==> config.mk <==
export PLATFORM = sky130hd
export DESIGN_NAME = e3tt_trace_ctrl
export DESIGN_NICKNAME = d
export VERILOG_FILES = /design/src/e3tt_pkg.sv /design/src/e3tt_trace_ctrl.sv
export SDC_FILE = /design/constraint.sdc
export NUM_CORES = 2
export LEC_CHECK = 0
export ABC_CLOCK_PERIOD_IN_PS = 36400
export BUFFER_PORTS_ARGS = -buffer_cell sky130_fd_sc_hd__buf_2
export CORE_MARGIN = 2
export CORE_UTILIZATION = 40
export CTS_CLUSTER_SIZE = 12
export DETAILED_ROUTE_END_ITERATION = 7
export SYNTH_ARGS = -nofsm -noshare
export SYNTH_HDL_FRONTEND = slang
export SYNTH_SLANG_ARGS = --single-unit
==> constraint.sdc <==
create_clock -name clk -period 36.4 [get_ports clk]
set_input_delay 5.46 -clock clk [delete_from_list [all_inputs] [get_ports clk]]
set_output_delay 5.46 -clock clk [all_outputs]
set_load 0.01 [all_outputs]
==> src/e3tt_pkg.sv <==
// Constants, field layouts and carrier types of the E3 trail trace controller
package e3tt_pkg;

   // ****************************************************************
   // Identifier geometry
   // ****************************************************************
   localparam int         E3TT_ID_BYTES = 16;
   localparam logic [3:0] E3TT_LAST_POS = 4'hf;

   // ****************************************************************
   // Register map (8-bit address, 8-bit data)
   // ****************************************************************
   localparam logic [7:0] E3TT_ADDR_CTRL   = 8'h00;
   localparam logic [7:0] E3TT_ADDR_STATUS = 8'h01;
   localparam logic [3:0] E3TT_PAGE_TX     = 4'h1;
   localparam logic [3:0] E3TT_PAGE_EXP    = 4'h2;
   localparam logic [3:0] E3TT_PAGE_CUR    = 4'h3;
   localparam logic [3:0] E3TT_PAGE_RX     = 4'h4;

   // Control register fields
   localparam int         E3TT_CTRL_TX_REORDER = 0;
   localparam int         E3TT_CTRL_TX_ALIGN   = 1;
   localparam int         E3TT_CTRL_TX_INVERT  = 2;
   localparam int         E3TT_CTRL_TX_IDLE    = 3;
   localparam int         E3TT_CTRL_RX_INVERT  = 4;
   localparam int         E3TT_CTRL_RX_ALIGN   = 5;
   localparam int         E3TT_CTRL_RX_REORDER = 6;
   localparam int         E3TT_CTRL_CMP_EN     = 7;
   localparam logic [7:0] E3TT_CTRL_RESET      = 8'h00;

   // Status register fields
   localparam int         E3TT_STAT_CHANGE   = 0;
   localparam int         E3TT_STAT_IDLE     = 1;
   localparam int         E3TT_STAT_UNSTABLE = 2;
   localparam int         E3TT_STAT_MISMATCH = 3;
   localparam int         E3TT_STAT_LOCKED   = 4;
   localparam int         E3TT_STAT_RXVALID  = 5;

   // ****************************************************************
   // Persistence counts (identifiers)
   // ****************************************************************
   localparam logic [3:0] E3TT_CHANGE_REPEAT   = 4'h5;
   localparam logic [3:0] E3TT_IDLE_REPEAT     = 4'h5;
   localparam logic [3:0] E3TT_CLEAR_REPEAT    = 4'h5;
   localparam logic [3:0] E3TT_UNSTABLE_REPEAT = 4'h8;

   // Alarm forcing value and payload mask in line order
   localparam logic [7:0] E3TT_ALL_ONES     = 8'hff;
   localparam logic [7:0] E3TT_PAYLOAD_MASK = 8'h7f;

   // ****************************************************************
   // Types
   // ****************************************************************
   typedef logic [E3TT_ID_BYTES-1:0][7:0] e3tt_id_t;

   typedef enum logic {
      E3TT_HUNT = 1'b0,
      E3TT_SYNC = 1'b1
   } e3tt_align_t;

   // Line-side inputs as sampled together
   typedef struct packed {
      logic       lclk;
      logic       strobe;
      logic [2:0] alarm;
      logic       datapath_reset_n_n;
      logic [7:0] data;
   } e3tt_line_t;

   // Receive persistence tracking
   typedef struct packed {
      logic [3:0] same_cnt;
      logic [3:0] zero_cnt;
      logic [3:0] nz_cnt;
      logic [3:0] unst_cnt;
      logic       acc_same;
      logic       acc_rx;
      logic       acc_zero;
   } e3tt_track_t;

   typedef struct packed {
      e3tt_line_t  sync1;
      e3tt_line_t  sync2;
      logic        lclk_prev;
      logic [7:0]  ctrl;
      logic [7:0]  rdata;
      e3tt_id_t    tx_id;
      logic [3:0]  tx_pos;
      logic [7:0]  tx_byte;
      e3tt_id_t    cur_id;
      e3tt_id_t    rx_id;
      e3tt_id_t    exp_id;
      logic        rx_valid;
      e3tt_align_t astate;
      logic [3:0]  wr_pos;
      e3tt_track_t trk;
      logic        change;
      logic        idle;
      logic        unstable;
      logic        mismatch;
   } e3tt_state_t;

endpackage

==> src/e3tt_trace_ctrl.sv <==
// E3 trail trace controller: transmit insertion, receive extraction and checks
`timescale 1ns/100ps

// Functional notes
// - Sixteen-byte transmit and receive identifier stores
// - Trace byte taken from and put to overhead
// - Alarms force received trace data to ones
// - Line order MSB first, bit 7 first
// - Transmit store survives device and port reset
// - Transmit reorder picks bit 0 first
// - Transmit alignment: one on byte 0, else zero
// - Transmit inversion after reorder and alignment
// - Transmit idle sends all zeros
// - Receive inversion precedes all receive processing
// - Receive alignment hunts one, checks fifteen zeros
// - Without alignment store from any byte
// - Consecutive locations, aligned byte goes first
// - Five identical new identifiers update and flag
// - Idle on five zero, clear on five non-zero
// - Unstable on eight unknown, clear on five non-zero or on idle
// - Mismatch compares seven payload bits only
// - Programmable expected identifier, own enable
// - No alignment means no expected comparison
// - No mismatch before first receive update
// - Receive reorder puts first bit at 0
// - Stores reachable with line clock stopped
// - Receive side holds three sixteen-byte identifiers
module e3tt_trace_ctrl
   import e3tt_pkg::*;
(
   input  wire logic       clk,
   input  wire logic       sys_rst,
   input  wire logic       ce,
   input  wire logic [7:0] addr,
   input  wire logic [7:0] wdata,
   input  wire logic       wr_en,
   input  wire logic       rd_en,
   output logic      [7:0] rdata,
   input  wire logic       line_clk,
   input  wire logic       frame_strobe,
   input  wire logic [7:0] rx_oh_byte,
   input  wire logic       rx_los,
   input  wire logic       rx_lof,
   input  wire logic       rx_ais,
   input  wire logic       datapath_reset_n,
   output logic      [7:0] tx_oh_byte,
   output logic            trace_change,
   output logic            trace_idle,
   output logic            trace_unstable,
   output logic            trace_mismatch,
   output logic            trace_locked
);

   // ****************************************************************
   // Helpers
   // ****************************************************************
   function automatic logic [7:0] bit_rev(input logic [7:0] b);
      logic [7:0] r;
      r = '0;
      for (int i = 0; i < 8; i++) begin
         r[i] = b[7-i];
      end
      return r;
   endfunction

   // Payload mask in stored order: the alignment bit moves with reordering
   function automatic logic [7:0] stored_mask(input logic reorder);
      return reorder ? bit_rev(E3TT_PAYLOAD_MASK) : E3TT_PAYLOAD_MASK;
   endfunction

   function automatic logic id_match(input e3tt_id_t a, input e3tt_id_t b,
                                     input logic [7:0] m);
      logic ok;
      ok = 1'b1;
      for (int i = 0; i < E3TT_ID_BYTES; i++) begin
         if (((a[i] ^ b[i]) & m) != 8'h00) begin
            ok = 1'b0;
         end
      end
      return ok;
   endfunction

   function automatic logic [3:0] sat_inc(input logic [3:0] c);
      return (c == 4'hf) ? c : c + 4'h1;
   endfunction

   // ****************************************************************
   // State
   // ****************************************************************
   e3tt_state_t s;
   e3tt_state_t next_s;

   logic        line_fall;
   logic        frame;
   logic        rx_alarm;
   logic [7:0]  rx_line;
   logic [7:0]  rx_store;
   logic [7:0]  rx_mask;
   logic [7:0]  tx_line;
   logic        accept;
   logic [3:0]  pos;
   logic        first;
   logic        b_same;
   logic        b_rx;
   logic        b_zero;
   logic        id_same;
   logic        id_rx;
   logic        id_zero;

   always_comb begin
      next_s   = s;
      line_fall = 1'b0;
      frame    = 1'b0;
      rx_alarm = 1'b0;
      rx_line  = '0;
      rx_store = '0;
      rx_mask  = '0;
      tx_line  = '0;
      accept   = 1'b0;
      pos      = '0;
      first    = 1'b0;
      b_same   = 1'b0;
      b_rx     = 1'b0;
      b_zero   = 1'b0;
      id_same  = 1'b0;
      id_rx    = 1'b0;
      id_zero  = 1'b0;

      // ****************************************************************
      // Line input sampling
      // ****************************************************************
      // Every line pin passes two flops so the checks below see settled levels
      next_s.sync1.lclk   = line_clk;
      next_s.sync1.strobe = frame_strobe;
      next_s.sync1.alarm  = {rx_los, rx_lof, rx_ais};
      next_s.sync1.datapath_reset_n_n = datapath_reset_n;
      next_s.sync1.data   = rx_oh_byte;
      next_s.sync2        = s.sync1;
      next_s.lclk_prev    = s.sync2.lclk;

      // Falling edge is mid-period, where the framer's byte and strobe are stable
      line_fall = s.lclk_prev & ~s.sync2.lclk;
      frame     = line_fall & s.sync2.strobe;

      // ****************************************************************
      // Register port
      // ****************************************************************
      // All stores live on clk, so software access needs no line clock
      next_s.rdata = '0;
      if (rd_en) begin
         if (addr == E3TT_ADDR_CTRL) begin
            next_s.rdata = s.ctrl;
         end else if (addr == E3TT_ADDR_STATUS) begin
            next_s.rdata[E3TT_STAT_CHANGE]   = s.change;
            next_s.rdata[E3TT_STAT_IDLE]     = s.idle;
            next_s.rdata[E3TT_STAT_UNSTABLE] = s.unstable;
            next_s.rdata[E3TT_STAT_MISMATCH] = s.mismatch;
            next_s.rdata[E3TT_STAT_LOCKED]   = (s.astate == E3TT_SYNC);
            next_s.rdata[E3TT_STAT_RXVALID]  = s.rx_valid;
         end else begin
            unique case (addr[7:4])
               E3TT_PAGE_TX: begin
                  next_s.rdata = s.tx_id[addr[3:0]];
               end
               E3TT_PAGE_EXP: begin
                  next_s.rdata = s.exp_id[addr[3:0]];
               end
               E3TT_PAGE_CUR: begin
                  next_s.rdata = s.cur_id[addr[3:0]];
               end
               E3TT_PAGE_RX: begin
                  next_s.rdata = s.rx_id[addr[3:0]];
               end
               default: begin
                  next_s.rdata = '0;
               end
            endcase
         end
      end
      if (wr_en) begin
         if (addr == E3TT_ADDR_CTRL) begin
            next_s.ctrl = wdata;
         end else if (addr == E3TT_ADDR_STATUS) begin
            // Write one clears; a change set in this cycle still wins below
            if (wdata[E3TT_STAT_CHANGE]) begin
               next_s.change = 1'b0;
            end
         end else if (addr[7:4] == E3TT_PAGE_TX) begin
            next_s.tx_id[addr[3:0]] = wdata;
         end else if (addr[7:4] == E3TT_PAGE_EXP) begin
            next_s.exp_id[addr[3:0]] = wdata;
         end
      end

      // ****************************************************************
      // Transmit trace processing
      // ****************************************************************
      tx_line = s.ctrl[E3TT_CTRL_TX_REORDER] ? bit_rev(s.tx_id[s.tx_pos])
                                             : s.tx_id[s.tx_pos];
      if (s.ctrl[E3TT_CTRL_TX_ALIGN]) begin
         tx_line[7] = (s.tx_pos == 4'h0);
      end
      if (s.ctrl[E3TT_CTRL_TX_INVERT]) begin
         tx_line = ~tx_line;
      end
      if (s.ctrl[E3TT_CTRL_TX_IDLE]) begin
         tx_line = '0;
      end
      if (frame) begin
         next_s.tx_byte = tx_line;
         next_s.tx_pos  = s.tx_pos + 4'h1;
      end

      // ****************************************************************
      // Receive trace processing
      // ****************************************************************
      rx_alarm = |s.sync2.alarm;
      rx_line  = s.sync2.data;
      if (s.ctrl[E3TT_CTRL_RX_INVERT]) begin
         rx_line = ~rx_line;
      end
      if (rx_alarm) begin
         rx_line = E3TT_ALL_ONES;
      end
      rx_store = s.ctrl[E3TT_CTRL_RX_REORDER] ? bit_rev(rx_line)
                                              : rx_line;
      rx_mask  = stored_mask(s.ctrl[E3TT_CTRL_RX_REORDER]);

      if (frame) begin
         if (!s.ctrl[E3TT_CTRL_RX_ALIGN]) begin
            accept = 1'b1;
            pos    = s.wr_pos;
         end else if (rx_line[7] && (s.astate == E3TT_HUNT || s.wr_pos != 4'h0)) begin
            // A start bit restarts the identifier at the first location
            accept        = 1'b1;
            pos           = 4'h0;
            next_s.astate = E3TT_SYNC;
         end else if (s.astate == E3TT_SYNC && rx_line[7] == (s.wr_pos == 4'h0)) begin
            accept = 1'b1;
            pos    = s.wr_pos;
         end else begin
            next_s.astate = E3TT_HUNT;
            next_s.wr_pos = 4'h0;
         end
      end

      if (accept) begin
         first   = (pos == 4'h0);
         // Compare byte against what it overwrites: the last current identifier
         b_same  = (rx_store == s.cur_id[pos]);
         b_rx    = (rx_store == s.rx_id[pos]);
         b_zero  = ((rx_store & rx_mask) == 8'h00);
         id_same = (first | s.trk.acc_same) & b_same;
         id_rx   = (first | s.trk.acc_rx) & b_rx & s.rx_valid;
         id_zero = (first | s.trk.acc_zero) & b_zero;
         next_s.trk.acc_same = id_same;
         next_s.trk.acc_rx   = id_rx;
         next_s.trk.acc_zero = id_zero;
         next_s.cur_id[pos]  = rx_store;
         next_s.wr_pos       = pos + 4'h1;

         if (pos == E3TT_LAST_POS) begin
            next_s.trk.same_cnt = (id_same && !id_zero) ? sat_inc(s.trk.same_cnt)
                                                        : (id_zero ? 4'h0 : 4'h1);
            next_s.trk.zero_cnt = id_zero ? sat_inc(s.trk.zero_cnt) : 4'h0;
            next_s.trk.nz_cnt   = id_zero ? 4'h0 : sat_inc(s.trk.nz_cnt);
            next_s.trk.unst_cnt = (!id_same && !id_rx) ? sat_inc(s.trk.unst_cnt)
                                                       : 4'h0;

            if (next_s.trk.same_cnt >= E3TT_CHANGE_REPEAT && !id_rx) begin
               next_s.rx_id    = next_s.cur_id;
               next_s.rx_valid = 1'b1;
               next_s.change   = 1'b1;
            end
            if (next_s.trk.nz_cnt >= E3TT_CLEAR_REPEAT) begin
               next_s.idle     = 1'b0;
               next_s.unstable = 1'b0;
            end
            if (next_s.trk.zero_cnt == E3TT_IDLE_REPEAT) begin
               next_s.idle     = 1'b1;
               next_s.unstable = 1'b0;
            end
            if (next_s.trk.unst_cnt == E3TT_UNSTABLE_REPEAT) begin
               next_s.unstable = 1'b1;
               next_s.idle     = 1'b0;
            end
         end
      end

      // ****************************************************************
      // Expected identifier comparison
      // ****************************************************************
      // Evaluated every cycle so an expected-value rewrite shows at once
      if (s.ctrl[E3TT_CTRL_CMP_EN] && s.ctrl[E3TT_CTRL_RX_ALIGN]
          && s.rx_valid) begin
         next_s.mismatch = !id_match(s.rx_id, s.exp_id, rx_mask);
      end else begin
         next_s.mismatch = 1'b0;
      end

      // ****************************************************************
      // Port reset
      // ****************************************************************
      // Clears receive and transmit sequencing, keeps all software stores
      if (!s.sync2.datapath_reset_n_n) begin
         next_s.tx_pos   = '0;
         next_s.tx_byte  = '0;
         next_s.rx_valid = 1'b0;
         next_s.astate   = E3TT_HUNT;
         next_s.wr_pos   = '0;
         next_s.trk      = '0;
         next_s.change   = 1'b0;
         next_s.idle     = 1'b0;
         next_s.unstable = 1'b0;
         next_s.mismatch = 1'b0;
      end
   end

   // ****************************************************************
   // State register
   // ****************************************************************
   // The transmit store takes no reset value so its contents survive resets
   always_ff @(posedge clk or posedge sys_rst) begin
      if (sys_rst) begin
         s.sync1     <= '0;
         s.sync2     <= '0;
         s.lclk_prev <= 1'b0;
         s.ctrl      <= E3TT_CTRL_RESET;
         s.rdata     <= '0;
         s.tx_pos    <= '0;
         s.tx_byte   <= '0;
         s.cur_id    <= '0;
         s.rx_id     <= '0;
         s.exp_id    <= '0;
         s.rx_valid  <= 1'b0;
         s.astate    <= E3TT_HUNT;
         s.wr_pos    <= '0;
         s.trk       <= '0;
         s.change    <= 1'b0;
         s.idle      <= 1'b0;
         s.unstable  <= 1'b0;
         s.mismatch  <= 1'b0;
      end else if (ce) begin
         s.sync1     <= next_s.sync1;
         s.sync2     <= next_s.sync2;
         s.lclk_prev <= next_s.lclk_prev;
         s.ctrl      <= next_s.ctrl;
         s.rdata     <= next_s.rdata;
         s.tx_id     <= next_s.tx_id;
         s.tx_pos    <= next_s.tx_pos;
         s.tx_byte   <= next_s.tx_byte;
         s.cur_id    <= next_s.cur_id;
         s.rx_id     <= next_s.rx_id;
         s.exp_id    <= next_s.exp_id;
         s.rx_valid  <= next_s.rx_valid;
         s.astate    <= next_s.astate;
         s.wr_pos    <= next_s.wr_pos;
         s.trk       <= next_s.trk;
         s.change    <= next_s.change;
         s.idle      <= next_s.idle;
         s.unstable  <= next_s.unstable;
         s.mismatch  <= next_s.mismatch;
      end
   end

   // ****************************************************************
   // Outputs
   // ****************************************************************
   assign rdata          = s.rdata;
   assign tx_oh_byte     = s.tx_byte;
   assign trace_change   = s.change;
   assign trace_idle     = s.idle;
   assign trace_unstable = s.unstable;
   assign trace_mismatch = s.mismatch;
   assign trace_locked   = (s.astate == E3TT_SYNC);

endmodule

Yosys cells after proc, flatten, opt, wreduce, memory -nomap -nowiden
Cells that the tools add are included.
{ "word_totals": {"mem_bits_ro": 0, "mem_bits_rw": 0, "memories": 0, "elab_cells": 322, "in_bits": 35, "out_inout_bits": 21, "reg_bits": 598, "latchBits": 0} }
{ "op_classes": {"n_addsub": 6, "n_reduce_logical": 49, "muxes": 91, "magnitude_cmp": 7, "bitwise": 50, "shift": 0, "eq_ne": 26, "mul": 0, "n_div": 0} }
{ "op_table": {"columns": ["operator", "count"], "rows": [
  ["$bwmux W128", 3],
  ["$bmux W8 S4", 7],
  ["$mux W8", 18],
  ["$and A8 B8 Y8", 17],
  ["$reduce_bool A8 Y1", 16],
  ["$xor A8 B8 Y8", 16],
  ["$demux W8 S4", 2],
  ["$mux W4", 13],
  ["$mux W1", 33],
  ["$pmux W8 S4", 1],
  ["$mux W29", 1],
  ["$mux W26", 1],
  ["$add A4 B1 Y4 const B", 6],
  ["$eq A4 B4 Y1 const B", 6],
  ["$mux W12", 2],
  ["$eq A8 B8 Y1", 2],
  ["$logic_not A8 Y1", 2],
  ["$mux W16", 1],
  ["$not A8 Y8", 2],
  ["$reduce_and A4 Y1", 4],
  ["$lt A4 B5 Y1 const B", 3],
  ["$mux W5", 3],
  ["$logic_not A4 Y1", 3],
  ["$reduce_and A6 Y1", 2],
  ["other kinds (27)", 65]
]} }

Logic depth before layout (Yosys ltp)
{ "logic_depth": {"word_depth": 23, "mapped_depth": 19, "mapped_depth_nobuf": 12} }

Worst setup path before layout
No wires, ideal clock.
{ "synth_timing": {"path_type": "input to register", "startpoint": "input addr[0]", "endpoint": "register rdata[0] (netlist name)", "slack_ps": 27708, "cell_stages": 9, "required_time_ps": 36268, "setup_time_ps": 132, "t_arrival_ps": 8560, "path_buffers": 3, "cell_sequence": "clkbuf_1 > buf_1 > buf_1 > mux4_2 > mux4_2 > a221oi_1 > o21ai_0 > o2111ai_1 > o21ai_0"} }
{ "synth_via": {"elab_chain_cells": 6, "elab_cells_between_ends": 14, "classes_between": "1 x eq/ne; 12 x mux; 1 x reduce/logical"} }
{ "synth_lines": {"columns": ["element", "line_no", "rtl"], "rows": [
  ["start: declaration", "e3tt_trace_ctrl.sv:34", "input wire logic [7:0] addr,"],
  ["$bmux W8 S4 (on tied branches)", null, null],
  ["$mux W8 (on tied branches)", null, null],
  ["$pmux W8 S4", "e3tt_trace_ctrl.sv:161", "unique case (addr[7:4])"],
  ["$mux W6", "e3tt_trace_ctrl.sv:153", "end else if (addr == E3TT_ADDR_STATUS) begin"],
  ["$mux W8 (*)", "e3tt_trace_ctrl.sv:151", "if (addr == E3TT_ADDR_CTRL) begin"],
  ["$mux W8 (*)", "e3tt_trace_ctrl.sv:150", "if (rd_en) begin"]
]} }
Mark *: on every way between the ends. The rest lies on a longest branch, timed or not. The select of a mux whose other input is x is not followed.
A chain may end at the register's enable or synchronous reset.

Worst setup path in the final report
{ "layout_timing": {"startpoint": "input addr[0]", "endpoint": "register rdata[0] (netlist name)"} }
{ "layout_via": {"elab_chain_cells": 6, "elab_cells_between_ends": 14, "classes_between": "1 x eq/ne; 12 x mux; 1 x reduce/logical"} }
{ "layout_lines": {"columns": ["element", "line_no"], "rows": [
  ["$bmux W8 S4 (on tied branches)", null],
  ["$mux W8 (on tied branches)", null],
  ["$pmux W8 S4", "e3tt_trace_ctrl.sv:161"],
  ["$mux W6", "e3tt_trace_ctrl.sv:153"],
  ["$mux W8 (*)", "e3tt_trace_ctrl.sv:151"],
  ["$mux W8 (*)", "e3tt_trace_ctrl.sv:150"]
]} }
Marked as above.

==> Implementation_results.wiki <==
{| class="wikitable"
! Metric !! Value
|-
| Number of buffers inserted by hold repair at cts || 0
|-
| Vias in the first global route || 26000
|-
| Nets || 2964
|-
| Number of sinks driven by the clock tree || 598
|-
| Buffers inserted during post-CTS setup optimization || 0
|-
| HPWL after DPL || 90.5 mm
|-
| Total gr overflow || 0
|-
| Req. time, crit path || 36.92 ns
|-
| CTS max path bufs || 3
|-
| Avg Cell Area, Syn || 11.2 um2
|-
| Final design utilization || 0.447
|-
| Worst hold path class || flip-flop to flip-flop
|-
| Top library cells by usage in the layout, fill and taps aside || 477 x nand2_1, 468 x dfrtp_1, 200 x mux4_2, 173 x mux2_2, 135 x o21ai_0
|-
| Ratio of final minimum period to clock period || 0.251
|-
| Core Region || 0.0822 mm2
|-
| Routed vias/inst || 6.64
|-
| Clock network latency to the later pin of the worst-skew pair || 0.67 ns
|-
| Data arrival at the endpoint of the critical path || 9.65 ns
|-
| Crit path max-delay cell type || buf_4
|-
| Category of the worst setup path launch point || input port
|-
| Setup TNS Final || 0 ns
|-
| Endpoint type of the worst setup path || flip-flop
|-
| Die area || 0.0855 mm2
|-
| Most frequent standard cell in the layout excluding fill and tap cells || nand2_1
|-
| Min-Delay Endpoint || tx_oh_byte[2]
|-
| Number of different library cells in the post-synthesis netlist || 85
|-
| Share of final-layout standard cells stronger than drive strength 1 || 0.213
|-
| Initial antenna violation count || 4
|-
| First drt pass iteration count || 7
|-
| Number of DRC markers in iteration 0 || 3634
|-
| Portion of the post-synthesis area used by sequential elements || 0.469
|-
| Number of pins exceeding their max-slew limit in the final report || 0
|-
| Category of the most critical setup path || input port to flip-flop
|-
| Endpoint of the worst register-to-register path || s[210]
|-
| Final critical delay including setup and external delays || 9.13 ns
|-
| Synth Instances || 2979
|-
| Die Span Y || 292 um
|-
| Total nets after synthesis || 3022
|-
| Number of enable-type register cells in the synthesized netlist || 128
|-
| Number of input and output port buffers inserted || 55
|-
| Source of the worst register-to-register timing path || s[565]
|-
| Setup repair after global routing missed its margin || false
|-
| Depth of the most critical reg-to-reg path || 12
|-
| Post-synthesis to final-layout area growth || 10.5%
|-
| Final setup margin || 27.27 ns
|-
| Measured slew at the worst slew-check pin || 1.35 ns
|-
| Setup skew after layout || 0.0553 ns
|-
| Pwr Density || 44.8 mW/mm2
|-
| Final hold slack || 0.499 ns
|-
| Max Clk Rate || 0.110 GHz
|-
| Synthesis warning total || 0
|-
| I/O Pins || 56
|-
| Cells along the critical path || clkbuf_8 > buf_4 > buf_4 > mux4_2 > mux4_2 > mux2_2 > a22oi_1 > o21ai_0 > o2111ai_1 > o21ai_0
|-
| Library cell occupying the most area in the post-synthesis netlist || dfrtp_1
|-
| Total Wirelength || 129 mm
|-
| Max-cap violation count || 0
|-
| Start point of the worst hold path || tx_oh_byte[2]
|-
| Run status || complete, no violations
|-
| Leading register cell type out of synthesis || dfrtp_1
|-
| Count of standard-cell rows || 105
|-
| Width of the die || 292 um
|-
| Pin count of the biggest net entering global routing || 155
|-
| Antenna viol nets, final || 0
|-
| Area contributors post-synth || dfrtp_1 35%, mux4_2 14%, edfxtp_1 12%, mux2_2 5.9%, nand2_1 5.4%
|-
| Initial Util || 0.404
|-
| Residual DRC || 0
|-
| Register bit count reported by yosys || 598
|-
| Async S/R FF share, synth || 0.786
|-
| Worst Hold Path Cells || 1
|-
| Number of hold-slack violations in the final timing report || 0
|-
| Total of cells resized after clock tree synthesis || 0
|-
| Headroom to the max-slew limit || 0.0933
|-
| Area share of the leading cell type in the synthesized netlist || 0.354
|-
| Clock-pin slew on the worst setup and hold paths || 0.06 ns
|-
| Global-route total usage across every layer || 0.300
|-
| Summed instance area of the synthesized netlist || 0.0333 mm2
|-
| Global-route wire length before repair || 187 mm
|-
| Final setup violation count || 0
|-
| Top fanout value on the critical path || 71
|-
| Max H-tree Level || 3
|-
| Dpl ws || 26.60 ns
|-
| Worst VDD drop || 0.0299 mV
|-
| Root buf cell || clkbuf_16
|-
| Detailed-route via count || 26900
|-
| CTS tree || built
|-
| Static leakage power || 14.7 nW
|-
| Number of clock buffers inserted by TritonCTS || 70
|-
| Setup slack of the most critical reg-to-reg path || 29.30 ns
|-
| CP peak stage delay || 0.73 ns
|-
| Final GP Congestion || 1.05
|-
| Total power || 1.65 mW
|-
| Average routed wire per standard cell || 31.8 um
|}
-- cell families after synthesis --
| family | after synthesis | synth area share |
|---|---|---|
| compound gates | 641 | 0.124 |
| fa+ha+maj | 8 | 0.00301 |
| buf+inv | 272 | 0.0354 |
| mux | 421 | 0.209 |
| flops | 598 | 0.469 |
| simple gates | 888 | 0.120 |
| xor+xnor | 151 | 0.0400 |
-- per-layer routing --
metal  up-vias  global-route usage  wire [um]
li1      11000                   -          -
met1     13600               0.407      50700
met2      1896               0.443      55900
met3       424              0.0895      15200
met4         4               0.138       7200
met5         -                   0         30
-- registers in the layout, indices dropped and copies added (netlist names) --
signal and cells:
s 562, rdata 8, trace_locked 1, next_s 15, tx_oh_byte 8, trace_change 1
trace_mismatch 1, trace_unstable 1, trace_idle 1
-- worst max path at each step --
stage                       start           to  slack, ns  cells past startpoint
after floorplan           sys_rst  next_s[569]      17.83                      1
after global placement    addr[0]     rdata[1]      26.62                     10
after detailed placement  addr[0]     rdata[0]      26.60                     10
after CTS                 addr[0]     rdata[0]      27.30                     10
after global routing      addr[0]     rdata[0]      26.98                     10
final                     addr[0]     rdata[0]      27.27                     10
-- report_power, final --
group	total, mW	switching [mW]	internal (mW)
combinational	0.180	0.108	0.0718
clock	0.731	0.311	0.420
sequential	0.736	0.0310	0.705
total	1.65	0.450	1.20
-- cell usage after synthesis, types with 54 or more instances --
cell type / number
dfrtp_1: 470
mux2_2: 173
o21ai_1: 130
xnor2_1: 83
edfxtp_1: 128
nor2_1: 136
nand3_1: 54
xor2_1: 67
o21ai_0: 135
clkbuf_1: 144
mux4_2: 200
nand2_1: 477
o211ai_1: 56
a21oi_1: 98
-- stage by stage --
step	std cells	instance area [um2]
6_report	4050	36700
2_1_floorplan	2979	33300
4_1_cts	4045	36700
5_1_grt	4045	36700
3_3_place_gp	3917	34300
3_5_place_dp	3919	34400
-- worst max-delay path, delay by kind of cell --
kind	cells	cell delay (ns)
compound gates	4	0.50
buf+inv	3	1.99
mux	3	1.48
-- cell type report --
cell class / instances / area [um2]
Fill cell: 7486 / 45500
Timing Repair Buffer: 112 / 731
Sequential cell: 598 / 15600
Clock buffer: 97 / 1920
Antenna cell: 5 / 12.5
Tap cell: 1070 / 1340
Inverter: 30 / 120
Multi-Input combinational cell: 2109 / 16600
Clock inverter: 29 / 455
(Power assumes the default switching activity.)
